==> config.mk <==
export PLATFORM = sky130hd
export DESIGN_NAME = irq_controller
export DESIGN_NICKNAME = d
export VERILOG_FILES = /design/src/common/irq_pkg.sv /design/src/hw/irq_controller.sv /design/src/hw/irq_vector_encoder.sv
export SDC_FILE = /design/constraint.sdc
export NUM_CORES = 1
export LEC_CHECK = 0
export BUFFER_PORTS_ARGS = -buffer_cell sky130_fd_sc_hd__buf_2
export CAP_MARGIN = 30
export CORE_MARGIN = 4
export CORE_UTILIZATION = 51
export CTS_CLUSTER_DIAMETER = 50
export DETAILED_ROUTE_END_ITERATION = 10
export MAX_ROUTING_LAYER = met4
export PLACE_DENSITY = 0.79
export SLEW_MARGIN = 15
export SYNTH_ARGS = -nofsm -noshare
export SYNTH_HDL_FRONTEND = slang
export SYNTH_HIERARCHICAL = 1
export SYNTH_SLANG_ARGS = --single-unit
==> constraint.sdc <==
create_clock -name clk_in -period 2.29 [get_ports clk_in]
set_input_delay 0.1145 -clock clk_in [delete_from_list [all_inputs] [get_ports clk_in]]
set_output_delay 0.1145 -clock clk_in [all_outputs]
set_load 0.01 [all_outputs]
==> src/common/irq_pkg.sv <==
/*
 * constants, register map and carrier types of the interrupt controller.
 * assumes a 4-bit data bus, 8-bit i/o addresses and a 12-bit program counter.
 */
package irq_pkg;

  // ****************************************************************
  // register offsets
  // ****************************************************************
  localparam logic [7:0] ADDR_KEY_MASKS = 8'he8;
  localparam logic [7:0] ADDR_PORT_SERIAL_MASKS = 8'he9;
  localparam logic [7:0] ADDR_LAP_MASKS = 8'hea;
  localparam logic [7:0] ADDR_TICK_MASKS = 8'heb;
  localparam logic [7:0] ADDR_SERIAL_FLAG = 8'hec;
  localparam logic [7:0] ADDR_PORT_FLAGS = 8'hed;
  localparam logic [7:0] ADDR_LAP_FLAGS = 8'hee;
  localparam logic [7:0] ADDR_TICK_FLAGS = 8'hef;

  // ****************************************************************
  // field positions
  // ****************************************************************
  localparam int BIT_TICK_SLOW = 2;
  localparam int BIT_TICK_MID = 1;
  localparam int BIT_TICK_FAST = 0;
  localparam int BIT_LAP_SLOW = 1;
  localparam int BIT_LAP_FAST = 0;
  localparam int BIT_AUX_FLAG = 1;
  localparam int BIT_KEY_FLAG = 0;
  localparam int BIT_SERIAL_FLAG = 0;
  localparam int BIT_AUX_MASK = 2;
  localparam int BIT_SERIAL_MASK = 0;

  // ****************************************************************
  // reset values and vectors
  // ****************************************************************
  localparam logic [3:0] DATA_ZERO = 4'h0;
  localparam logic [3:0] VECTOR_PAGE = 4'h1;
  localparam logic [7:0] STEP_RESET = 8'h00;
  localparam logic [7:0] STEP_SERIAL = 8'h08;
  localparam logic [7:0] STEP_NONE = 8'h00;
  localparam int ENTRY_CYCLES = 12;

  // ****************************************************************
  // carriers
  // ****************************************************************
  typedef struct packed {
    logic [7:0] addr;
    logic [3:0] wdata;
    logic write;
    logic read;
  } reg_req_t;

  typedef struct packed {
    logic tick_slow;
    logic tick_mid;
    logic tick_fast;
    logic lap_slow;
    logic lap_fast;
    logic [3:0] key_lines;
    logic aux_port;
    logic serial_done;
  } irq_events_t;

  typedef struct packed {
    logic boundary;
    logic halt_exec;
    logic sleep_exec;
    logic global_irq_on;
    logic global_irq_off;
  } cpu_ctl_t;

  typedef enum logic [1:0] {
    ST_RUN = 2'b00,
    ST_HALT = 2'b01,
    ST_SLEEP = 2'b10,
    ST_ENTRY = 2'b11
  } cpu_state_t;

endpackage

==> src/hw/irq_controller.sv <==
/*
 * maskable interrupt controller with halt and sleep wake-up for a 4-bit
 * cpu core. assumes the core pulses the cpu control strobes, offers
 * next_pc at each instruction boundary and stalls while hold is high.
 */
// The strobed register port was decided locally.
// Behaviour
// - request needs flag, mask and global enable
// - acceptance clears the global enable
// - flags read-only, cleared by read, reset zero
// - masks read-write, never block flag setting
// - all masks reset to zero
// - four key masks share one key flag
// - tick flags and masks at their addresses
// - lap flags and masks at their addresses
// - aux and serial flags and masks placed
// - aux source exists only when input-only
// - push return address, load page-1 vector
// - entry sequence takes exactly twelve cycles
// - vector steps per source group
// - halt stops cpu, any interrupt wakes
// - sleep stops clocks, only input wakes
// - halt return lands after halt instruction
module irq_controller #(
  parameter int PC_WIDTH = 12,
  parameter bit AUX_INPUT_ONLY = 1'b1,
  parameter bit SLEEP_OPTION = 1'b1
) (
  input wire logic clk_in,
  input wire logic reset_n_in,
  input irq_pkg::reg_req_t reg_req_in,
  output logic [3:0] rdata_out,
  input irq_pkg::irq_events_t events_in,
  input irq_pkg::cpu_ctl_t cpu_ctl_in,
  input wire logic [PC_WIDTH-1:0] next_pc_in,
  output logic irq_req_out,
  output logic cpu_hold_out,
  output logic stack_push_out,
  output logic [PC_WIDTH-1:0] push_addr_out,
  output logic vector_load_out,
  output logic [PC_WIDTH-1:0] vector_out,
  output logic global_irq_flag_out,
  output logic osc_run_out,
  output logic lcd_power_out
);
  import irq_pkg::*;

  localparam logic [3:0] ENTRY_LAST = 4'(ENTRY_CYCLES - 1);
  localparam logic [3:0] CNT_ONE = 4'h1;
  localparam logic [3:0] CNT_ZERO = 4'h0;

  // ****************************************************************
  // state
  // ****************************************************************
  logic [2:0] tick_flags;
  logic [1:0] lap_flags;
  logic key_port_flag;
  logic aux_port_flag;
  logic serial_done_flag;
  logic [2:0] tick_masks;
  logic [1:0] lap_masks;
  logic [3:0] key_masks;
  logic aux_port_mask;
  logic serial_done_mask;
  logic global_irq_on;
  cpu_state_t state;
  logic [3:0] entry_cnt;
  logic [PC_WIDTH-1:0] ret_addr;

  logic tick_pend;
  logic lap_pend;
  logic input_pend;
  logic serial_pend;
  logic any_pend;
  logic accept;
  logic [7:0] step;
  logic aux_event;
  logic rd_tick;
  logic rd_lap;
  logic rd_port;
  logic rd_serial;
  logic sleep_go;

  // ****************************************************************
  // helpers
  // ****************************************************************
  function automatic logic is_read(input reg_req_t req,
                                   input logic [7:0] where);
    is_read = req.read && (req.addr == where);
  endfunction

  function automatic logic is_write(input reg_req_t req,
                                    input logic [7:0] where);
    is_write = req.write && (req.addr == where);
  endfunction

  function automatic logic next_flag(input logic cur, input logic ev,
                                     input logic rd);
    next_flag = ev | (cur & ~rd);
  endfunction

  function automatic logic entry_at(input cpu_state_t st,
                                    input logic [3:0] cnt,
                                    input logic [3:0] at);
    entry_at = (st == ST_ENTRY) && (cnt == at);
  endfunction

  assign rd_tick = is_read(reg_req_in, ADDR_TICK_FLAGS);
  assign rd_lap = is_read(reg_req_in, ADDR_LAP_FLAGS);
  assign rd_port = is_read(reg_req_in, ADDR_PORT_FLAGS);
  assign rd_serial = is_read(reg_req_in, ADDR_SERIAL_FLAG);
  assign aux_event = AUX_INPUT_ONLY && events_in.aux_port;
  assign sleep_go = cpu_ctl_in.sleep_exec && SLEEP_OPTION;

  // ****************************************************************
  // factor flags
  // ****************************************************************
  // an event in the read cycle survives the clear
  always_ff @(posedge clk_in or negedge reset_n_in) begin
    if (!reset_n_in) begin
      tick_flags <= 3'h0;
    end else begin
      tick_flags[BIT_TICK_SLOW] <= next_flag(tick_flags[BIT_TICK_SLOW],
        events_in.tick_slow, rd_tick);
      tick_flags[BIT_TICK_MID] <= next_flag(tick_flags[BIT_TICK_MID],
        events_in.tick_mid, rd_tick);
      tick_flags[BIT_TICK_FAST] <= next_flag(tick_flags[BIT_TICK_FAST],
        events_in.tick_fast, rd_tick);
    end
  end

  always_ff @(posedge clk_in or negedge reset_n_in) begin
    if (!reset_n_in) begin
      lap_flags <= 2'h0;
    end else begin
      lap_flags[BIT_LAP_SLOW] <= next_flag(lap_flags[BIT_LAP_SLOW],
        events_in.lap_slow, rd_lap);
      lap_flags[BIT_LAP_FAST] <= next_flag(lap_flags[BIT_LAP_FAST],
        events_in.lap_fast, rd_lap);
    end
  end

  always_ff @(posedge clk_in or negedge reset_n_in) begin
    if (!reset_n_in) begin
      key_port_flag <= 1'b0;
      aux_port_flag <= 1'b0;
    end else begin
      key_port_flag <= next_flag(key_port_flag,
        |events_in.key_lines, rd_port);
      aux_port_flag <= next_flag(aux_port_flag, aux_event, rd_port);
    end
  end

  always_ff @(posedge clk_in or negedge reset_n_in) begin
    if (!reset_n_in) begin
      serial_done_flag <= 1'b0;
    end else begin
      serial_done_flag <= next_flag(serial_done_flag,
        events_in.serial_done, rd_serial);
    end
  end

  // ****************************************************************
  // mask registers
  // ****************************************************************
  always_ff @(posedge clk_in or negedge reset_n_in) begin
    if (!reset_n_in) begin
      key_masks <= 4'h0;
    end else if (is_write(reg_req_in, ADDR_KEY_MASKS)) begin
      key_masks <= reg_req_in.wdata;
    end
  end

  always_ff @(posedge clk_in or negedge reset_n_in) begin
    if (!reset_n_in) begin
      aux_port_mask <= 1'b0;
      serial_done_mask <= 1'b0;
    end else if (is_write(reg_req_in, ADDR_PORT_SERIAL_MASKS)) begin
      aux_port_mask <= reg_req_in.wdata[BIT_AUX_MASK];
      serial_done_mask <= reg_req_in.wdata[BIT_SERIAL_MASK];
    end
  end

  always_ff @(posedge clk_in or negedge reset_n_in) begin
    if (!reset_n_in) begin
      lap_masks <= 2'h0;
    end else if (is_write(reg_req_in, ADDR_LAP_MASKS)) begin
      lap_masks <= reg_req_in.wdata[1:0];
    end
  end

  always_ff @(posedge clk_in or negedge reset_n_in) begin
    if (!reset_n_in) begin
      tick_masks <= 3'h0;
    end else if (is_write(reg_req_in, ADDR_TICK_MASKS)) begin
      tick_masks <= reg_req_in.wdata[2:0];
    end
  end

  // ****************************************************************
  // read port
  // ****************************************************************
  always_ff @(posedge clk_in or negedge reset_n_in) begin
    if (!reset_n_in) begin
      rdata_out <= DATA_ZERO;
    end else if (reg_req_in.read) begin
      case (reg_req_in.addr)
        ADDR_KEY_MASKS: rdata_out <= key_masks;
        ADDR_PORT_SERIAL_MASKS: begin
          rdata_out <= DATA_ZERO;
          rdata_out[BIT_AUX_MASK] <= aux_port_mask;
          rdata_out[BIT_SERIAL_MASK] <= serial_done_mask;
        end
        ADDR_LAP_MASKS: rdata_out <= {2'h0, lap_masks};
        ADDR_TICK_MASKS: rdata_out <= {1'b0, tick_masks};
        ADDR_SERIAL_FLAG: rdata_out <= {3'h0, serial_done_flag};
        ADDR_PORT_FLAGS: rdata_out <= {2'h0, aux_port_flag, key_port_flag};
        ADDR_LAP_FLAGS: rdata_out <= {2'h0, lap_flags};
        ADDR_TICK_FLAGS: rdata_out <= {1'b0, tick_flags};
        default: rdata_out <= DATA_ZERO;
      endcase
    end else begin
      rdata_out <= DATA_ZERO;
    end
  end

  // ****************************************************************
  // request logic
  // ****************************************************************
  assign tick_pend = |(tick_flags & tick_masks);
  assign lap_pend = |(lap_flags & lap_masks);
  assign input_pend = (key_port_flag && (|key_masks))
    || (AUX_INPUT_ONLY && aux_port_flag && aux_port_mask);
  assign serial_pend = serial_done_flag && serial_done_mask;
  assign any_pend = tick_pend || lap_pend || input_pend || serial_pend;
  assign irq_req_out = any_pend && global_irq_on;

  irq_vector_encoder vector_enc (
    .tick_pend_in(tick_pend),
    .lap_pend_in(lap_pend),
    .input_pend_in(input_pend),
    .serial_pend_in(serial_pend),
    .step_out(step)
  );

  always_comb begin
    case (state)
      ST_RUN: accept = irq_req_out && cpu_ctl_in.boundary;
      ST_HALT: accept = irq_req_out;
      ST_SLEEP: accept = input_pend && global_irq_on;
      ST_ENTRY: accept = 1'b0;
      default: accept = 1'b0;
    endcase
  end

  // ****************************************************************
  // global enable
  // ****************************************************************
  always_ff @(posedge clk_in or negedge reset_n_in) begin
    if (!reset_n_in) begin
      global_irq_on <= 1'b0;
    end else if (accept) begin
      global_irq_on <= 1'b0;
    end else if (cpu_ctl_in.global_irq_off) begin
      global_irq_on <= 1'b0;
    end else if (cpu_ctl_in.global_irq_on) begin
      global_irq_on <= 1'b1;
    end
  end

  assign global_irq_flag_out = global_irq_on;

  // ****************************************************************
  // cpu sequencing
  // ****************************************************************
  always_ff @(posedge clk_in or negedge reset_n_in) begin
    if (!reset_n_in) begin
      state <= ST_RUN;
      entry_cnt <= CNT_ZERO;
    end else begin
      case (state)
        ST_RUN: begin
          if (accept) begin
            state <= ST_ENTRY;
            entry_cnt <= CNT_ZERO;
          end else if (cpu_ctl_in.halt_exec) begin
            state <= ST_HALT;
          end else if (sleep_go) begin
            state <= ST_SLEEP;
          end
        end
        ST_HALT, ST_SLEEP: begin
          if (accept) begin
            state <= ST_ENTRY;
            entry_cnt <= CNT_ZERO;
          end
        end
        ST_ENTRY: begin
          if (entry_cnt == ENTRY_LAST) begin
            state <= ST_RUN;
            entry_cnt <= CNT_ZERO;
          end else begin
            entry_cnt <= entry_cnt + CNT_ONE;
          end
        end
        default: begin
          state <= ST_RUN;
          entry_cnt <= CNT_ZERO;
        end
      endcase
    end
  end

  // ****************************************************************
  // return address and vector
  // ****************************************************************
  always_ff @(posedge clk_in or negedge reset_n_in) begin
    if (!reset_n_in) begin
      ret_addr <= '0;
    end else if (state == ST_RUN && (accept || cpu_ctl_in.halt_exec
                 || sleep_go)) begin
      ret_addr <= next_pc_in;
    end
  end

  always_ff @(posedge clk_in or negedge reset_n_in) begin
    if (!reset_n_in) begin
      vector_out <= PC_WIDTH'({VECTOR_PAGE, STEP_RESET});
    end else if (accept) begin
      vector_out <= PC_WIDTH'({VECTOR_PAGE, step});
    end
  end

  assign push_addr_out = ret_addr;
  assign stack_push_out = entry_at(state, entry_cnt, CNT_ZERO);
  assign vector_load_out = entry_at(state, entry_cnt, ENTRY_LAST);
  assign cpu_hold_out = (state != ST_RUN);
  assign osc_run_out = (state != ST_SLEEP);
  assign lcd_power_out = (state != ST_SLEEP);

endmodule // irq_controller

==> src/hw/irq_vector_encoder.sv <==
/*
 * combines pending flag groups into the page-1 vector step.
 * assumes flags and masks are already gated by the caller.
 */
module irq_vector_encoder (
  input wire logic tick_pend_in,
  input wire logic lap_pend_in,
  input wire logic input_pend_in,
  input wire logic serial_pend_in,
  output logic [7:0] step_out
);
  import irq_pkg::*;

  // ****************************************************************
  // group combine
  // ****************************************************************
  always_comb begin
    if (tick_pend_in || lap_pend_in || input_pend_in) begin
      step_out = {5'h00, input_pend_in, lap_pend_in, tick_pend_in};
    end else if (serial_pend_in) begin
      step_out = STEP_SERIAL;
    end else begin
      step_out = STEP_NONE;
    end
  end

endmodule // irq_vector_encoder
# [After elaboration in Yosys (flattened, before gate mapping)]
# Cells that the tools add are included.
[word_totals] ff_bits=50 input_bits=44 wordCells=107
[classes] addsub=1 eq_ne=17 muxes=17 n_bitwise=22 reduce_logical=34
[ops] op="$eq 8x8->1 const B" count=8
[ops] op="$pmux 4 s8" count=1
[ops] op="$logic_and 1x1->1" count=17
[ops] op="$mux 4" count=4
[ops] op="$mux 2" count=5
[ops] op="$and 1x1->1" count=8
[ops] op="$mux 8" count=1
[ops] op="$or 1x1->1" count=8
[ops] op="$pmux 4 s2" count=1
[ops] op="$reduce_or 4->1" count=2
[ops] op="$logic_or 1x1->1" count=6
[ops] op="$ne 2x2->1 const B" count=3
[ops] op="$pmux 2 s3" count=1
[ops] op="$reduce_or 3->1" count=2
[ops] op="$add 4x1->4 const B" count=1
[ops] op="$eq 2x2->1 const B" count=2
[ops] op="$eq 4x4->1 const B" count=1
[ops] op="$logic_not 4->1" count=1
[ops] op="$ne 4x4->1 const B" count=1
[ops] op="$not 1->1" count=4
[ops] op="$pmux 1 s4" count=1
[ops] op="$reduce_or 2->1" count=2
[ops] op="$and 3x3->3" count=1
[ops] op="$mux 1" count=3
[ops] op="7 further kinds" count=7

# [Logic depth before layout (Yosys ltp)]
# Gate-level depths: netlist (run 1).
[depth] ltp_word=11 mapped_depth=8

# [Modules after synthesis]
# Netlist (run 1), hierarchy kept.
[modules_own_cells] mod="irq_controller" instances=1 cells_each=221 area_per_inst_um2=2518.7 seq_area_each_um2=1251.2
[modules_own_cells] mod="irq_vector_encoder" instances=1 cells_each=9 area_per_inst_um2=60.1 seq_area_each_um2=0.0

# [Least setup slack after synthesis (run 1)]
# Ideal clock, no wire load.
[synth_timing] kind="register -> register" from="reg state[0]" to="reg ret_addr[0], in the netlist push_addr_out[0]" setup_ps=125 t_arrival_ps=1933 slack_ps=232 stages_incl_launch_ff=9 path_buffers=2 cell_sequence="dfrtp_1 > inv_1 > ha_1 > buf_2 > mux2i_1 > a2111oi_1 > a311oi_2 > buf_6 > mux2_2"
[synth_between] elab_chain_cells=5
[synth_rtl] item="from (decl)" line_no="irq_controller.sv:66" text="cpu_state_t state;"
[synth_rtl] item="from (signal assigned)" line_no="irq_controller.sv:278" text="state <= ST_RUN;"
[synth_rtl] item="from (signal assigned)" line_no="irq_controller.sv:284" text="state <= ST_ENTRY;"
[synth_rtl] item="from (signal assigned)" line_no="irq_controller.sv:287" text="state <= ST_HALT;"
[synth_rtl] item="$eq 2x2->1, or another cell as far along" line_no="irq_controller.sv:247" text="case (state)"
[synth_rtl] item="$pmux 1 s4" line_no="irq_controller.sv:247"
[synth_rtl] item="$logic_or 1x1->1" line_no="irq_controller.sv:320" text="end else if (state == ST_RUN && (accept || cpu_ctl_in.halt_exec"
[synth_rtl] item="$logic_or 1x1->1" line_no="irq_controller.sv:321" text="|| sleep_go)) begin"
[synth_rtl] item="$logic_and 1x1->1 (*)" line_no="irq_controller.sv:320"
[synth_rtl] item="to (signal assigned)" line_no="irq_controller.sv:322" text="ret_addr <= next_pc_in;"
[synth_rtl] item="to (decl)" line_no="irq_controller.sv:68" text="logic [PC_WIDTH-1:0] ret_addr;"
# Mark *: on every way between the ends. The rest lies on a longest branch, timed or not.
# A chain may end at the register's enable or synchronous reset.

# [Worst setup path after layout (run 1)]
[layout_timing] from="reg state[0]" to="reg ret_addr[7], in the netlist push_addr_out[7]"
# Same word-level chain as after synthesis.

==> key figures, run 1 <==
Outcome
  • Status: completed

Logic synthesis
  • Register bit total from synthesis: 50
  • Yosys Warn Count: 6
  • Number of synthesized flops with an enable pin: 0
  • Sequential fraction of the synthesis area: 48.5%
  • Cells taking the most area after synthesis: dfrtp_1, mux2_2, ha_1
  • Mapped cell area: 2580 um^2
  • Synth Area per Inst: 11.2 um^2
  • Ys async rst share: 100%
  • Synth top area share: 48.5%
  • Library cell with the largest summed area after synthesis: dfrtp_1
  • Post-synth cell types: 49
  • Synthesized instance count: 230
  • Main synth FF type: dfrtp_1

Power and ir drop
  • Total power draw: 3.03 mW
  • Int Pwr: 1.95 mW
  • Net Sw Frac: 35.7%
  • Combinational Power Share: 41.8%
  • Psw: 1.08 mW
  • Power Dens Cells: 950 nW/um^2
  • Peak supply drop: 0.767 mV
  • Clk pwr share: 16.7%
  • Sequential Power Share: 41.5%
  • Static leakage: 1.51 nW

Clock network
  • CTS root buffer: clkbuf_8
  • H-Tree Depth: 2
  • Clock transition at path regs: 0.09 ns
  • CTS Buffer Depth: 2
  • TritonCTS clock tree: yes
  • Clk Latency, worst-skew pair: 0.31 ns
  • Number of buffers created by CTS: 5
  • CTS sink cnt: 50

Setup path
  • RR Startpoint: state[0]
  • Worst reg2reg path depth: 7
  • CP Max Fanout: 12
  • Crit Path Category: reg2reg
  • Startpoint types: register
  • Worst EP required: 2.48 ns
  • Register-to-Register Setup Slack: 0.15 ns
  • Arr. time, crit path: 2.33 ns
  • Reg-to-Reg End: push_addr_out[7]
  • Worst Setup End Kind: register

Die
  • Die height: 79.1 um
  • Row cnt: 25
  • Io pins: 79
  • Die extent in x: 79.1 um
  • Die area: 6260 um^2
  • CORE AREA: 4820 um^2
  • Initial core utilization: 53.5%

Run
  • Max-Cap Viols: 0

Placement
  • DP Area: 2980 um^2
  • HPWL Detailed: 4.53 mm
  • Place WS: 0.139 ns
  • Gp weighted congestion: 0.907
  • Port Buf Inserts: 74
  • Placed Cells: 363

Final layout
  • Fin area: 3190 um^2
  • Area grow syn2layout: 23.5%
  • Layout cells sized above 1: 40.8%
  • Sequential Area: 1250 um^2
  • Number of nets in the layout: 366
  • Diodes inserted: 0
  • Most frequent cells in the layout: buf_2, dfrtp_1, mux2_2
  • Commonest non-fill, non-tap cell in the layout: buf_2
  • Fillers: 395
  • Fin cells: 383
  • Multi-input logic area: 1190 um^2

Hold path
  • Hold-critical path depth: 2
  • Hold Path Origin: next_pc_in[9]
  • Hold EP: push_addr_out[9]
  • Worst Hold Class: in2reg

Timing
  • Total negative setup slack: 0 ns
  • Setup violators final: 0
  • Final WS setup: 0.152 ns
  • Final hold viol count: 0
  • Final max-slew violation count: 0
  • Minimum clock period: 2.14 ns
  • Fmax: 0.468 GHz
  • Max Clock Skew: 0.00783 ns
  • Fin crit share: 93.4%
  • RSZ-0062 raised after global routing: false

Routing
  • Starting DRT DRC Count: 157
  • Drt wl/cell: 15.6 um
  • Routed WL: 5.97 mm
  • Post-route ant nets: 0
  • Drt drc: 0
  • Via/cell ratio: 5.49
  • Initial DRT Pass Iterations: 4
  • Total number of vias: 2,102

Global route
  • GRT overflow: 0
  • Vias in the first global route: 2,036
  • Antenna violations before repair: 0
  • First-pass GRT wire length: 9.83 mm
  • Largest net degree at the start of global routing: 37
  • Global Route Usage Sum: 20.6%
-- logic make-up after synthesis --
family | count (synthesis) | share of synthesized area [%]
AO/OA/AOI/OAI | 41 | 12.3
adder cells (fa/ha/maj) | 7 | 3.40
buffers and inverters | 31 | 6.21
flip-flops | 50 | 48.5
multiplexers | 38 | 16.4
other | 3 | 0.437
AND/OR/NAND/NOR | 60 | 12.8
-- metal layers --
layer	up-vias	routed length [um]	GRT usage [%]
li1	992	-	-
met1	1031	2610	27.7
met2	69	2900	31.6
met3	10	338	3.97
met4	0	133	7.22
met5	-	0	-
-- power by group through the flow --
stage,sequential [mW],clock [mW],combinational (mW)
global route,1.29,0.557,1.41
floorplan,1.33,0,0.761
CTS,1.26,0.515,1.25
global placement,1.26,0,1.21
detailed placement,1.27,0,1.24
finish,1.26,0.505,1.27
-- state kept, by name, indices dropped and copies added (netlist names), 2 cells and up --
register	cells
entry_cnt	4
lap_flags	2
push_addr_out	12
rdata_out	4
state	2
tick_masks	3
key_masks	4
lap_masks	2
tick_flags	3
vector_out	8
-- stage by stage --
| step | util [%] | hold slack [ns] |
|---|---|---|
| floorplan | - | -0.181 |
| global placement | 61.8 | 0.0396 |
| detailed placement | 61.8 | 0.0429 |
| CTS | 65.7 | 0.00685 |
| global route | 66.1 | 0.0245 |
| finish | 66.1 | 0.0313 |
-- cell usage after synthesis, types with 2 or more instances --
master    instances
a221oi_1          2
and3_1            2
conb_1            3
dfrtp_1          50
nand3b_1          2
ha_1              7
nand2b_1          3
nor2_1           11
nor3_1            4
nand2_1          12
a32oi_1           2
a31oi_1           5
buf_4             9
a21o_1            5
clkbuf_1          5
o21ai_0           9
and2_1            2
inv_1            13
nand4_1           3
mux2_2           34
buf_2             2
nor4_1            4
nand3_1           9
mux2i_1           4
a211oi_1          3
a222oi_1          2
-- worst max-delay path, stage by stage, from the launching register on --
cell and delay, ns:
dfrtp_1 0.42, inv_1 0.12, ha_1 0.21, mux2i_2 0.34
a2111oi_1 0.12, a311oi_2 0.22, buf_4 0.24, mux2_2 0.36
-- cell type report --
type,instances,share of cell area [%]
clock buffers,6,2.28
clock inverters,2,0.432
inverters,13,1.53
multi-input cells,154,37.4
flip-flops and latches,50,39.3
well taps,67,2.63
repair buffers,91,16.5
-- timing repair --
item	CTS	global route
resized for setup	0	2
buffers inserted	0	1
hold endpoints to repair	22	1
hold buffers	10	1
endpoints found under the setup margin	0	20
-- worst max-delay path by stage --
stage | to | from
global route | push_addr_out[7] | state[0]
finish | push_addr_out[7] | state[0]
global placement | vector_out[2] | state[0]
detailed placement | vector_out[6] | state[0]
CTS | vector_out[6] | state[0]
floorplan | push_addr_out[0] | state[0]
Note: power is estimated with default switching activity, not from simulation.
==> run 2: changes to the inputs <==
Settings changed: CTS_BUF_LIST set to sky130_fd_sc_hd__clkbuf_16, SLEW_MARGIN 15 to not set.
==> key figures, run 2 (synthesis gave the netlist of run 1 again) <==
Outcome
  • Status: completed

Timing
  • Minimum clock period: 2.17 ns
  • Max Clock Skew: 0.00744 ns
  • Final hold viol count: 0
  • WHS: 0.00652 ns
  • Final max-slew violation count: 0
  • Slew headroom: 59.7%
  • RSZ-0062 raised after global routing: false
  • Worst Max-Slew Pin Slew: 0.605 ns
  • Total negative setup slack: 0 ns
  • Fmax: 0.461 GHz
  • Final WS setup: 0.120 ns
  • Setup violators final: 0
  • Fin crit share: 94.7%

Setup path
  • CP Max Fanout: 12
  • Arr. time, crit path: 2.34 ns
  • Crit Path Category: reg2reg
  • Worst Setup End Kind: register
  • Worst EP required: 2.46 ns
  • Startpoint types: register

Routing
  • Post-route ant nets: 0
  • Total number of vias: 2,075
  • Initial DRT Pass Iterations: 5
  • Starting DRT DRC Count: 151
  • Via/cell ratio: 5.56
  • Routed WL: 5.89 mm
  • Drt wl/cell: 15.8 um
  • Drt drc: 0

Final layout
  • Commonest non-fill, non-tap cell in the layout: buf_2
  • Layout cells sized above 1: 41.8%
  • Fillers: 393
  • Most frequent cells in the layout: buf_2, dfrtp_1, mux2_2
  • Fin area: 3140 um^2
  • Area grow syn2layout: 21.9%
  • Largest register FFs: 12
  • Number of nets in the layout: 356
  • Diodes inserted: 0
  • Fin util: 65.3%

Power and ir drop
  • Psw: 1.10 mW
  • Int Pwr: 2.12 mW
  • Combinational Power Share: 38.9%
  • Power Dens Cells: 1030 nW/um^2
  • Static leakage: 1.49 nW
  • Net Sw Frac: 34.2%
  • Sequential Power Share: 39.1%
  • Peak supply drop: 0.790 mV
  • Clk pwr share: 22.0%

Clock network
  • TritonCTS clock tree: yes
  • H-Tree Depth: 2
  • Clk Latency, worst-skew pair: 0.29 ns
  • Clock transition at path regs: 0.06 ns
  • CTS sink cnt: 50
  • CTS Buffer Depth: 2
  • Number of buffers created by CTS: 5
  • CTS root buffer: clkbuf_16

Run
  • Max-Cap Viols: 0

Global route
  • GRT overflow: 0
  • First-pass GRT wire length: 9.67 mm
  • Global Route Usage Sum: 20.2%
  • Antenna violations before repair: 0
  • Largest net degree at the start of global routing: 37
  • Vias in the first global route: 2,007

Die
  • Io pins: 79
  • Row cnt: 25
  • Die extent in x: 79.1 um
  • CORE AREA: 4820 um^2
  • Die height: 79.1 um
  • Die area: 6260 um^2
  • Initial core utilization: 53.5%

Placement
  • HPWL Detailed: 4.53 mm
  • Place WS: 0.139 ns
  • Gp weighted congestion: 0.907
  • DP Area: 2980 um^2
  • Port Buf Inserts: 74

Hold path
  • Worst Hold Class: in2reg
## run 2: cell count changes in the layout (fill, tap and decap cells not counted), sizes merged
cell	previous run	this run
buf	80	79
inv	13	14
dlygate4sd3	11	2
clkbuf	6	5
## run 2: timing repair
item,4_1_cts,5_1_grt
endpoints found under the hold margin,15,0
gates resized for setup,0,2
buffers inserted,0,0
hold buffers,2,0
endpoints found under the setup margin,0,20
## run 2: cell type report
type                    instances  area [um^2]  share of cell area [%]
clock buffers                   5          125                    3.98
clock inverters                 3         17.5                   0.557
inverters                      13         48.8                    1.55
multi-input cells             154         1190                    37.8
flip-flops and latches         50         1250                    39.8
well taps                      67         83.8                    2.67
repair buffers                 81          428                    13.6
## run 2: per-layer routing
metal / GRT usage [%] / vias up / share of wire (%)
met3: 4.08 / 8 / 5.2
met5: - / - / 0
li1: - / 974 / -
met2: 30.6 / 69 / 49
met1: 27.6 / 1024 / 44
met4: 6.70 / 0 / 1.8
## run 2: worst paths after layout
kind,endpoint,slack [ns],startpoint,cells after the start
min reg2reg,push_addr_out[11],0.50,push_addr_out[11],1
max in group asynchronous,push_addr_out[7],1.26,reset_n_in,3
max,push_addr_out[8],0.12,lap_flags[0],5
max reg2reg,push_addr_out[8],0.12,lap_flags[0],5
min in group asynchronous,state[0],0.26,reset_n_in,2
min,tick_flags[0],0.007,events_in[8],2
## run 2: critical path, stage by stage (launching register included)
cell	delay, ns
dfrtp_1	0.41
a222oi_1	0.60
a2111oi_1	0.21
a311oi_2	0.22
buf_4	0.24
mux2_2	0.36
## run 2: stage by stage
step / total power, mW / cells
finish: 3.22 / 373
CTS: 3.23 / 373
global placement: 2.47 / 363
global route: 3.45 / 373
detailed placement: 2.51 / 363
floorplan: 2.09 / 235
## run 2: power groups by stage
stage	clock network, mW	logic, mW	registers (mW)
finish	0.710	1.25	1.26
floorplan	0	0.761	1.33
CTS	0.722	1.25	1.26
detailed placement	0	1.24	1.27
global route	0.766	1.39	1.29
global placement	0	1.21	1.26
==> run 3: changes to the inputs <==
Settings changed: CORE_UTILIZATION 51 to 50, PLACE_DENSITY 0.79 to 0.8, SYNTH_HIERARCHICAL 1 to not set.
==> key figures, run 3 <==
Outcome
  • Status: completed

Logic synthesis
  • Synthesized instance count: 198
  • Main synth FF type: dfrtp_1
  • Mapped cell area: 2290 um^2
  • Synth top area share: 50.2%
  • Synth Area per Inst: 11.6 um^2
  • Number of synthesized flops with an enable pin: 0
  • Register bit total from synthesis: 46
  • Count leader, synth: dfrtp_1
  • Sequential fraction of the synthesis area: 50.2%
  • Cells taking the most area after synthesis: dfrtp_1, mux2_2, buf_4
  • Library cell with the largest summed area after synthesis: dfrtp_1
  • Ys async rst share: 100%
  • Yosys Warn Count: 0
  • Post-synth cell types: 39
  • Post-synth top cells: dfrtp_1, mux2_2, nand2_1, nor2_1, buf_4

Die
  • Io pins: 79
  • Die height: 75.7 um
  • Die extent in x: 75.7 um
  • Initial core utilization: 52.3%
  • Die area: 5730 um^2
  • Row cnt: 24
  • CORE AREA: 4380 um^2

Clock network
  • Clock transition at path regs: 0.06 ns
  • CTS root buffer: clkbuf_16
  • Number of buffers created by CTS: 5
  • CTS Buffer Depth: 2
  • TritonCTS clock tree: yes
  • CTS-repair resized insts: 0
  • H-Tree Depth: 2
  • Hold buffer count at cts: 2
  • CTS sink cnt: 46
  • Clk Latency, worst-skew pair: 0.29 ns
  • Post-CTS Setup Inserts: 0

Final layout
  • Area grow syn2layout: 24.4%
  • Layout cells sized above 1: 42.0%
  • Largest register FFs: 12
  • Diodes inserted: 0
  • Commonest non-fill, non-tap cell in the layout: buf_2
  • Most frequent cells in the layout: buf_2, dfrtp_1, mux2_2
  • Number of nets in the layout: 323

Timing
  • RSZ-0062 raised after global routing: false
  • Minimum clock period: 2.05 ns
  • Slew headroom: 61.5%
  • Setup violators final: 0
  • Worst Max-Slew Pin Slew: 0.577 ns
  • Fin crit share: 89.3%
  • Fmax: 0.489 GHz
  • Max Clock Skew: 0.00609 ns
  • Total negative setup slack: 0 ns
  • Final hold viol count: 0
  • Final max-slew violation count: 0
  • Final WS setup: 0.244 ns

Hold path
  • Worst Hold Class: in2reg
  • Hold EP: aux_port_flag
  • Hold Path Origin: events_in[1]
  • Hold-critical path depth: 2

Setup path
  • Arr. time, crit path: 2.22 ns
  • RR Startpoint: key_masks[1]
  • CP Max Fanout: 10
  • Worst Setup End Kind: register
  • Crit Path Category: reg2reg
  • Register-to-Register Setup Slack: 0.24 ns
  • Reg-to-Reg End: vector_out[1]
  • Worst reg2reg path depth: 5
  • Worst EP required: 2.46 ns
  • Startpoint types: register

Routing
  • Post-route ant nets: 0
  • Starting DRT DRC Count: 133
  • Drt drc: 0
  • Routed WL: 4.84 mm
  • Drt wl/cell: 14.9 um
  • Total number of vias: 1,777
  • Initial DRT Pass Iterations: 4
  • Via/cell ratio: 5.45

Placement
  • Place WS: 0.292 ns
  • Port Buf Inserts: 70
  • Gp weighted congestion: 0.819
  • HPWL Detailed: 3.74 mm

Power and ir drop
  • Clk pwr share: 27.7%
  • Combinational Power Share: 33.6%
  • Static leakage: 1.41 nW
  • Power Dens Cells: 1040 nW/um^2
  • Peak supply drop: 0.707 mV
  • Int Pwr: 2.03 mW
  • Psw: 0.922 mW
  • Sequential Power Share: 38.7%
  • Net Sw Frac: 31.2%

Global route
  • Largest net degree at the start of global routing: 25
  • First-pass GRT wire length: 8.04 mm
  • Antenna violations before repair: 0
  • Vias in the first global route: 1,738
  • Global Route Usage Sum: 19.1%
  • GRT overflow: 0

Run
  • Max-Cap Viols: 0
run 3: changes by cell type after synthesis, moves of 4 or more:
cell / before / now
mux2_2: 34 / 30
nand2_1: 12 / 18
nor4_1: 4 / 0
a31oi_1: 5 / 1
dfrtp_1: 50 / 46
inv_1: 13 / 7
nor2b_1: 1 / 6
o21ai_0: 9 / 2
run 3: routing by layer:
layer	global-route usage (%)	share of wire, %	vias up
met1	24.3	41	852
met2	30.7	50	71
met5	-	0	-
li1	-	-	839
met3	3.69	6.6	15
met4	6.41	2.5	0
run 3: how the worst max path moves through the flow:
stage / startpoint / endpoint / cells past startpoint
floorplan: tick_flags[2] / push_addr_out[0] / 6
global placement: tick_flags[2] / push_addr_out[4] / 7
detailed placement: key_masks[1] / vector_out[1] / 5
CTS: key_masks[1] / vector_out[1] / 5
global route: key_masks[1] / push_addr_out[11] / 6
finish: key_masks[1] / vector_out[1] / 5
run 3: layout make-up:
cell class | instances | area, um^2
clock buffer | 5 | 125
clock inverter | 3 | 43.8
fill | 350 | 1530
inverter | 7 | 26.3
multi-input combinational | 137 | 1040
sequential | 46 | 1150
tap | 52 | 65.1
timing repair buffer | 76 | 400
run 3: logic make-up after synthesis:
kind of cell,after synthesis,share of synthesized area (%)
AOI/OAI and AO/OA,27,8.96
adders and majority gates,6,3.28
buffers and inverters,21,5.41
DFF,46,50.2
muxes,35,18.0
other,2,0.328
and+or+nand+nor,61,13.8
run 3: through the flow:
stage | hold slack, ns | power, mW | std cells | cell area, um^2 | util [%]
2_1_floorplan | -0.181 | 1.82 | 204 | 2310 | -
3_3_place_gp | 0.106 | 2.12 | 316 | 2660 | 60.7
3_5_place_dp | 0.115 | 2.15 | 316 | 2660 | 60.7
4_1_cts | 0.00237 | 2.98 | 326 | 2850 | 65.0
5_1_grt | 0.00687 | 3.16 | 326 | 2850 | 65.0
6_report | 0.00194 | 2.95 | 326 | 2850 | 65.0
run 3: critical path, stage by stage, from the launching register on:
cell and delay [ns]:
dfrtp_1 0.41, o41ai_2 0.45, nand4_1 0.25, a32oi_1 0.28
buf_4 0.21, mux2_2 0.33
run 3: power groups by stage:
stage / logic (mW) / registers [mW] / clock network [mW]
after floorplan: 0.623 / 1.20 / 0
after global placement: 0.968 / 1.15 / 0
after detailed placement: 0.997 / 1.15 / 0
after CTS: 1.01 / 1.14 / 0.833
after global routing: 1.12 / 1.17 / 0.872
final: 0.991 / 1.14 / 0.818
